[src/logic/epvu_pkg.sv]
// Shared constants and carrier types for the exception priority and vector unit
package epvu_pkg;

  // ****************************************
  // Exception numbering and table layout
  // ****************************************
  localparam int          NUM_EXC       = 60;
  localparam int          NUM_IRQ       = 44;
  localparam logic [5:0]  EXC_RESET     = 6'h01;
  localparam logic [5:0]  EXC_NMI       = 6'h02;
  localparam logic [5:0]  EXC_HARD      = 6'h03;
  localparam logic [5:0]  IRQ_VEC_BASE  = 6'h10;
  localparam logic [31:0] ENTRY_BYTES   = 32'h0000_0004;
  localparam logic [31:0] TABLE_RESET   = 32'h0000_0000;
  localparam logic [31:0] TABLE_LO      = 32'h0000_0100;
  localparam logic [31:0] TABLE_HI      = 32'h3FFF_FF00;
  localparam logic [31:0] TABLE_ALIGN   = 32'hFFFF_FF00;
  // Implemented vectors: reserved slots and reserved peripheral lines never pend
  localparam logic [59:0] VALID_MASK    = 60'h0C18_F7FF_DDFF_D87C;
  // Reset, NMI and hard fault carry fixed levels
  localparam logic [59:0] FIXED_MASK    = 60'h0000_0000_0000_000E;

  // ****************************************
  // Priority levels, biased by three so they stay unsigned
  // ****************************************
  localparam logic [3:0]  PRIO_RESET    = 4'h0;
  localparam logic [3:0]  PRIO_NMI      = 4'h1;
  localparam logic [3:0]  PRIO_HARD     = 4'h2;
  localparam logic [3:0]  PRIO_CFG_BASE = 4'h3;
  localparam logic [3:0]  PRIO_CFG_MAX  = 4'hA;
  localparam logic [3:0]  PRIO_IDLE     = 4'hF;
  localparam logic [2:0]  LEVEL_RESET   = 3'h0;
  localparam logic        ENABLE_RESET  = 1'b1;

  // ****************************************
  // Carrier types
  // ****************************************
  typedef struct packed {
    logic [43:0] irq;
    logic        systick;
    logic        pendable_service_request;
    logic        debug_monitor;
    logic        supervisor_call_exception;
    logic        usage_fault;
    logic        bus_fault;
    logic        mem_fault;
    logic        hard_fault;
    logic        nmi;
  } epvu_req_type;

  typedef struct packed {
    logic       valid;
    logic       privileged;
    logic [5:0] number;
    logic [2:0] level;
    logic       enable;
  } epvu_prio_wr_type;

  typedef struct packed {
    logic        valid;
    logic        privileged;
    logic [31:0] vector_table_base_offset;
  } epvu_base_wr_type;

  typedef struct packed {
    logic       accept;
    logic [5:0] accept_number;
    logic       ret;
    logic [5:0] ret_number;
  } epvu_core_type;

endpackage

[src/logic/epvu_unit.sv]
// Exception arbitration, preemption and vector address unit
// Operation
// Vectors 0-15 are core exceptions; interrupt n uses vector n+16, entry 4*vector.
// Table holds initial stack pointer first, then handler addresses by vector number.
// Software sets bit 0 of every handler address to one.
// After reset the table base is address zero.
// Only privileged writes move the base, within the lower and upper limits.
// Software aligns a relocated base to 256 bytes.
// Smaller priority value means more urgent, for selection and preemption.
// Reset, NMI and hard fault are fixed; all others configurable.
// Configurable priorities reset to zero.
// Configurable priorities hold values zero to seven only.
// Fixed negative priorities always outrank configurable exceptions.
// Equal priorities resolve to the lowest exception number.
// Running handler is preempted only by strictly more urgent pending exception.
// Equal priority never preempts, even with lower exception number.
// An exception that cannot preempt stays recorded as pending.
// NMI always enabled, fixed at minus two, outranked only by reset.
// Hard fault fixed at minus one, below NMI and reset.
// Pending stays set until the core accepts; clears when exception becomes active.
`timescale 1ns/100ps
module epvu_unit (
  input  wire logic                      clk_sys,
  input  wire logic                      rst,
  input  wire epvu_pkg::epvu_req_type    req,
  input  wire epvu_pkg::epvu_prio_wr_type prio_wr,
  input  wire epvu_pkg::epvu_base_wr_type base_wr,
  input  wire epvu_pkg::epvu_core_type   core,
  output logic                           take_valid,
  output logic [5:0]                     take_number,
  output logic [31:0]                    take_addr,
  output logic [3:0]                     take_prio,
  output logic [3:0]                     run_prio,
  output logic [59:0]                    pending,
  output logic [59:0]                    active,
  output logic [31:0]                    table_base
);
  import epvu_pkg::*;

  // ****************************************
  // Helpers
  // ****************************************
  function automatic logic [3:0] eff_level(input logic [5:0] num, input logic [2:0] lvl);
    logic [3:0] res;
    // fixed levels
    case (num)
      EXC_RESET: res = PRIO_RESET;
      EXC_NMI:   res = PRIO_NMI;
      EXC_HARD:  res = PRIO_HARD;
      default:   res = 4'({1'b0, lvl} + PRIO_CFG_BASE);
    endcase
    return res;
  endfunction

  function automatic logic [59:0] one_hot(input logic hit, input logic [5:0] num);
    return hit ? (60'(1) << num) : '0;
  endfunction

  // ****************************************
  // State
  // ****************************************
  logic [2:0]  level [NUM_EXC];
  logic [59:0] enable;
  logic [3:0]  eff [NUM_EXC];
  logic [59:0] raw_req;
  logic [59:0] elig;
  logic [59:0] acc_mask;
  logic [59:0] ret_mask;
  logic [59:0] next_pending;
  logic [59:0] next_active;
  logic        best_valid;
  logic [5:0]  best_num;
  logic [3:0]  best_prio;
  logic [3:0]  cur_run;
  logic        next_take_valid;
  logic [31:0] next_take_addr;
  logic [31:0] wr_base;
  logic        base_ok;
  logic        prio_ok;
  logic        tie_viol;

  // processor exceptions in 0-15, peripheral line n lands at bit n+16
  assign raw_req = {req.irq, req.systick, req.pendable_service_request, 1'b0,
                    req.debug_monitor, req.supervisor_call_exception, 4'h0,
                    req.usage_fault, req.bus_fault, req.mem_fault,
                    req.hard_fault, req.nmi, 2'b00} & VALID_MASK;

  // fixed exceptions ignore the enable bits
  assign elig     = pending & (enable | FIXED_MASK);
  assign acc_mask = one_hot(core.accept, core.accept_number);
  assign ret_mask = one_hot(core.ret, core.ret_number);

  // a new request wins over the accept clear of the same cycle
  assign next_pending = (pending & ~acc_mask) | raw_req;
  assign next_active  = (active & ~ret_mask) | acc_mask;

  // ****************************************
  // Arbitration
  // ****************************************
  always_comb begin
    for (int i = 0; i < NUM_EXC; i++) begin
      eff[i] = eff_level(6'(i), level[i]);
    end
  end

  // strict compare while scanning upward keeps the lowest number on ties
  always_comb begin
    best_valid = 1'b0;
    best_num   = '0;
    best_prio  = PRIO_IDLE;
    cur_run    = PRIO_IDLE;
    tie_viol   = 1'b0;
    for (int i = 0; i < NUM_EXC; i++) begin
      if (elig[i] && (eff[i] < best_prio)) begin
        best_valid = 1'b1;
        best_num   = 6'(i);
        best_prio  = eff[i];
      end
      if (active[i] && (eff[i] < cur_run)) begin
        cur_run = eff[i];
      end
    end
    for (int i = 0; i < NUM_EXC; i++) begin
      if (elig[i] && (6'(i) < best_num) && (eff[i] <= best_prio)) begin
        tie_viol = 1'b1;
      end
    end
  end

  // preempt only on a strictly smaller level; hold off while an accept lands
  assign next_take_valid = best_valid && (best_prio < cur_run) && !core.accept;
  // entry address is base plus four bytes per vector; entry zero is the stack value
  assign next_take_addr  = table_base + 32'({26'h0, best_num}) * ENTRY_BYTES;

  // ****************************************
  // Table base and priority configuration
  // ****************************************
  // Low bits are dropped so a misaligned write cannot skew entries
  assign wr_base = base_wr.vector_table_base_offset & TABLE_ALIGN;
  // unprivileged or out-of-range writes are ignored
  assign base_ok = base_wr.valid && base_wr.privileged &&
                   (wr_base >= TABLE_LO) && (wr_base <= TABLE_HI);
  // writes to fixed exceptions or to missing vectors are ignored
  assign prio_ok = prio_wr.valid && prio_wr.privileged &&
                   (prio_wr.number < 6'(NUM_EXC)) && !FIXED_MASK[prio_wr.number] &&
                   VALID_MASK[prio_wr.number];

  always_ff @(posedge clk_sys) begin
    if (rst) begin
      // table returns to zero whatever was relocated before
      table_base <= TABLE_RESET;
    end else if (base_ok) begin
      table_base <= wr_base;
    end
  end

  // three-bit levels reset to zero
  always_ff @(posedge clk_sys) begin
    if (rst) begin
      for (int i = 0; i < NUM_EXC; i++) begin
        level[i] <= LEVEL_RESET;
      end
      enable <= {60{ENABLE_RESET}};
    end else if (prio_ok) begin
      level[prio_wr.number]  <= prio_wr.level;
      enable[prio_wr.number] <= prio_wr.enable;
    end
  end

  // ****************************************
  // Pending, active and take outputs
  // ****************************************
  always_ff @(posedge clk_sys) begin
    if (rst) begin
      pending <= '0;
      active  <= '0;
    end else begin
      pending <= next_pending;
      active  <= next_active;
    end
  end

  always_ff @(posedge clk_sys) begin
    if (rst) begin
      take_valid  <= 1'b0;
      take_number <= '0;
      take_addr   <= TABLE_RESET;
      take_prio   <= PRIO_IDLE;
      run_prio    <= PRIO_IDLE;
    end else begin
      take_valid  <= next_take_valid;
      take_number <= best_num;
      take_addr   <= next_take_addr;
      take_prio   <= best_prio;
      run_prio    <= cur_run;
    end
  end

  // ****************************************
  // Assertions
  // ****************************************
  a_vector_addr_calc: assert property (
    @(posedge clk_sys) disable iff (rst)
    take_valid |-> take_addr == $past(table_base) + 32'({26'h0, take_number}) * ENTRY_BYTES)
    else $error("Vector address does not match base plus four per vector");

  a_base_after_reset: assert property (
    @(posedge clk_sys) rst |=> table_base == TABLE_RESET)
    else $error("Table base not zero after reset");

  a_base_in_range: assert property (
    @(posedge clk_sys) disable iff (rst)
    (table_base == TABLE_RESET) ||
    ((table_base >= TABLE_LO) && (table_base <= TABLE_HI) && (table_base[7:0] == 8'h00)))
    else $error("Table base outside the allowed window");

  a_base_priv_only: assert property (
    @(posedge clk_sys) disable iff (rst)
    (base_wr.valid && !base_wr.privileged) |=> $stable(table_base))
    else $error("Unprivileged write moved the table base");

  a_take_strict: assert property (
    @(posedge clk_sys) disable iff (rst)
    take_valid |-> (take_prio < run_prio) && (take_prio <= PRIO_CFG_MAX))
    else $error("Take offered without strictly higher priority");

  a_tie_lowest: assert property (
    @(posedge clk_sys) disable iff (rst)
    best_valid |-> !tie_viol)
    else $error("Tie not resolved to lowest exception number");

  a_pend_kept: assert property (
    @(posedge clk_sys) disable iff (rst)
    1'b1 |=> ((($past(pending) & ~$past(acc_mask)) & ~pending) == '0))
    else $error("Pending flag lost without an accept");

  a_accept_clears: assert property (
    @(posedge clk_sys) disable iff (rst)
    (core.accept && !raw_req[core.accept_number])
    |=> !pending[$past(core.accept_number)] && active[$past(core.accept_number)])
    else $error("Accept did not move the exception from pending to active");

  a_nmi_first: assert property (
    @(posedge clk_sys) disable iff (rst)
    (pending[EXC_NMI] && (cur_run > PRIO_NMI) && !core.accept)
    |=> take_valid && (take_number == EXC_NMI))
    else $error("Pending NMI not offered first");

  a_hard_above_cfg: assert property (
    @(posedge clk_sys) disable iff (rst)
    (pending[EXC_HARD] && !pending[EXC_NMI] && (cur_run > PRIO_HARD) && !core.accept)
    |=> take_valid && (take_number == EXC_HARD) && (take_prio == PRIO_HARD))
    else $error("Pending hard fault not offered ahead of configurable ones");

endmodule

[config.mk]
export PLATFORM = sky130hd
export DESIGN_NAME = epvu_unit
export DESIGN_NICKNAME = d
export VERILOG_FILES = /design/src/logic/epvu_pkg.sv /design/src/logic/epvu_unit.sv
export SDC_FILE = /design/constraint.sdc
export NUM_CORES = 2
export LEC_CHECK = 0
export BUFFER_PORTS_ARGS = -buffer_cell sky130_fd_sc_hd__clkbuf_2
export CAP_MARGIN = 0
export CORE_MARGIN = 2
export CORE_UTILIZATION = 50
export CTS_CLUSTER_DIAMETER = 200
export CTS_CLUSTER_SIZE = 20
export DETAILED_ROUTE_END_ITERATION = 12
export HOLD_SLACK_MARGIN = 0.02
export PLACE_DENSITY = 0.69
export SLEW_MARGIN = 40
export SYNTH_ARGS = -nofsm -noshare
export SYNTH_HDL_FRONTEND = slang
export SYNTH_SLANG_ARGS = --single-unit
[constraint.sdc]
create_clock -name clk_sys -period 211.5 [get_ports clk_sys]
set_clock_uncertainty 0.1 [all_clocks]
set_input_delay 21.15 -clock clk_sys [delete_from_list [all_inputs] [get_ports clk_sys]]
set_output_delay 21.15 -clock clk_sys [all_outputs]
set_load 0.02 [all_outputs]
==> impl_metrics.json <==
{
  "status": "finished clean",
  "yosysUniqueCellTypes": 148,
  "crit_top_cell": "ha_1",
  "crit_slowest_cell": "or4_1",
  "ant_nets": 0,
  "synth-seq-cells": 411,
  "htreeDepth": 1,
  "drv_cap": 0,
  "root_buffer": "clkbuf_16",
  "cts_resized": 0,
  "hold_buffers": 0,
  "path_max_fanout": 12,
  "post_cts_buffers": 0,
  "final_util_pct": 54.42,
  "path_buf_inv": 8,
  "fp-row-count": 101,
  "io_buffer_count": 284,
  "clock_latency_ns": 0.61,
  "synth_seq_area_share_pct": 25.91,
  "setup_viol": 0,
  "synth_edf_count": 171,
  "nNetsFinal": 5404,
  "worstSetupStartpointType": "flop",
  "grt_pass1_vias": 34947,
  "vias_per_cell": 6.323,
  "track_usage_pct": 32.12,
  "worst_pin_slew_ns": 0.9493,
  "min_period_ns": 84.24,
  "initial_utilization_pct": 50.50,
  "routed_wl_mm": 132.2,
  "clkSlewWorstSetupHoldPaths_ns": 0.10,
  "remaining_drc_errors": 0,
  "setup.worst_path.class": "reg -> reg",
  "drtPass1Iterations": 9,
  "cp_slowest_stage_delay_ns": 0.72,
  "ios": 314,
  "cts_sinks": 411,
  "die_y_um": 281.0,
  "dp_hpwl_mm": 105.0,
  "wl_per_cell_um": 21.44,
  "area_delta_synth_final_pct": 7.757,
  "power_density_mw_per_mm2": 13.40,
  "syn-cell-area_mm2": 0.03836,
  "setup_tns_ns": 0,
  "grt_pass1_wl_mm": 200.4,
  "min_path_type": "reg -> reg",
  "cts_buffer_depth": 3,
  "ys_warn_count": 0,
  "fin_crit_sh_pct": 39.83,
  "drt_iter0_markers": 3955,
  "power_mw": 0.5540,
  "synthArstFlopShare_pct": 0,
  "drive_above_1_share_pct": 12.39,
  "die_w_um": 281.0,
  "rsz0062_at_grt": "no",
  "vias": 38983,
  "antenna_found_initial": 19,
  "hold_viol_final": 0,
  "slew_violations": 0,
  "ys.flop_type": "dfxtp_1",
  "postSynthAreaPerCell_um2": 7.783,
  "cts_tree": "yes",
  "cp.required_ns": 211.94,
  "core_area_mm2": 0.07595,
  "gr-total-overflow": 0,
  "grt_start_max_net_pins": 165,
  "max_slew_margin_pct": 36.71,
  "worstSetupEndpointType": "flop",
  "cts_buffers": 24,
  "gp_congestion": 0.9847,
  "die-area_mm2": 0.07894,
  "cpLargestDelayFamily": "compound AO/OA/AOI/OAI gates",
  "irDropWorstVdd_uv": 10.18,
  "synthesis.instances": 4928,
  "arrival_ns": 84.68,
  "max_freq_ghz": 0.01187,
  "power_leakage_nw": 16.58
}
[through the flow]
stage,worst slack (ns),instances,area [µm²],hold slack (ns)
2_1_floorplan,140.98,4988,38580,0.3169
3_3_place_gp,129.06,6113,40500,0.3267
4_1_cts,128.49,6157,41270,0.3516
5_1_grt,120.77,6162,41320,0.3672
3_5_place_dp,128.95,6114,40580,0.3308
6_report,127.26,6165,41330,0.3526
[path summary, 6_finish.rpt]
path                                   from                       to  slack (ns)  cells after the start
setup / recovery  level[0][0]$_SDFFCE_PN0P_    take_valid$_SDFF_PP0_      127.26                    343
hold / removal      enable[57]$_SDFFE_PP1P_  enable[57]$_SDFFE_PP1P_        0.35                      1
hold reg to reg     enable[57]$_SDFFE_PP1P_  enable[57]$_SDFFE_PP1P_        0.35                      1
setup reg to reg  level[0][0]$_SDFFCE_PN0P_    take_valid$_SDFF_PP0_      127.26                    343
[cell usage in the layout (no fill, tap or decap), types with 93 or more instances in the layout]
master,instances
inv_1,262
clkbuf_2,283
ha_1,179
nand2_1,443
dfxtp_1,240
o21ai_0,436
a21oi_1,339
a31oi_1,93
nor2_1,531
and2_1,112
nand2b_1,110
nand3_1,105
edfxtp_1,171
[kinds of logic after synthesis]
family	after synthesis	synth area share, %
compound gates	1727	31.28
xor+xnor	100	2.283
fa+ha+maj	253	7.783
buf+inv	465	4.900
flops	411	25.91
mux	163	4.590
other cells	1	0.009777
simple gates	1808	23.24
[power by group]
group          leakage, nW  total (mW)  switching [mW]  internal (mW)
Sequential            3.59      0.0913         0.00458         0.0867
Clock                0.330      0.0503          0.0287         0.0216
Combinational         12.7       0.412           0.253          0.159
Total                 16.6       0.554           0.287          0.267
[per-layer routing]
metal	wire (µm)	GRT usage (%)	up-vias
met2	57360	50.14	1672
met1	55180	42.53	18343
met3	13190	6.933	304
met5	162	0	-
met4	6302	14.16	24
li1	-	-	18640
[synthesized netlist by cell type (all sizes together) (20+ instances only)]
| master | instances | area share [%] |
|---|---|---|
| a2111oi | 20 | 0.64 |
| a211o | 45 | 1.0 |
| a211oi | 48 | 1.1 |
| a21boi | 21 | 0.42 |
| a21o | 44 | 0.86 |
| a21oi | 347 | 4.6 |
| a221oi | 20 | 0.59 |
| a22oi | 33 | 0.65 |
| a311oi | 20 | 0.66 |
| a31o | 34 | 0.78 |
| a31oi | 97 | 1.7 |
| and2 | 113 | 1.8 |
| and3 | 59 | 0.98 |
| buf | 49 | 0.82 |
| clkbuf | 147 | 1.4 |
| dfxtp | 240 | 13 |
| edfxtp | 171 | 13 |
| ha | 179 | 5.8 |
| inv | 264 | 2.6 |
| maj3 | 74 | 1.9 |
| mux2 | 84 | 2.5 |
| mux2i | 79 | 2.1 |
| nand2 | 446 | 4.4 |
| nand2b | 110 | 1.8 |
| nand3 | 108 | 1.4 |
| nand3b | 57 | 1.1 |
| nand4 | 24 | 0.41 |
| nor2 | 538 | 5.3 |
| nor2b | 79 | 1.3 |
| nor3 | 96 | 1.3 |
| o211a | 25 | 0.65 |
| o211ai | 71 | 1.6 |
| o21a | 74 | 1.5 |
| o21ai | 480 | 6.3 |
| o22ai | 63 | 1.1 |
| o311ai | 20 | 0.54 |
| o31a | 20 | 0.46 |
| o31ai | 35 | 0.76 |
| or2 | 74 | 1.2 |
| or3 | 28 | 0.47 |
| xnor2 | 70 | 1.6 |
| xor2 | 30 | 0.69 |
[worst reg2reg max path, delay by kind of cell, from the launching register on]
| family | cells | cell delay, ns |
|---|---|---|
| buffers and inverters | 8 | 0.83 |
| flip-flops | 1 | 0.54 |
| adder cells (fa/ha/maj) | 56 | 14.63 |
| multiplexers | 31 | 11.21 |
| AND/OR/NAND/NOR | 94 | 18.12 |
| AO/OA/AOI/OAI | 154 | 38.75 |
[flip-flops by register name, indices dropped and copies added (netlist names)]
register and cells:
table_base 24, take_valid 1, take_prio 4, enable 57
level 171, active 60, take_addr 25, take_number 5
pending 60, run_prio 4
[area by class of cell]
cell class / instances / area (µm²)
fillers: 7344 / 34620
multi-input cells: 4112 / 26880
inverters: 269 / 1011
diodes: 8 / 20.02
clock buffers: 40 / 660.6
well taps: 1030 / 1289
clock inverters: 3 / 30.03
flip-flops and latches: 411 / 9940
repair buffers: 292 / 1501
(Power assumes the default switching activity.)
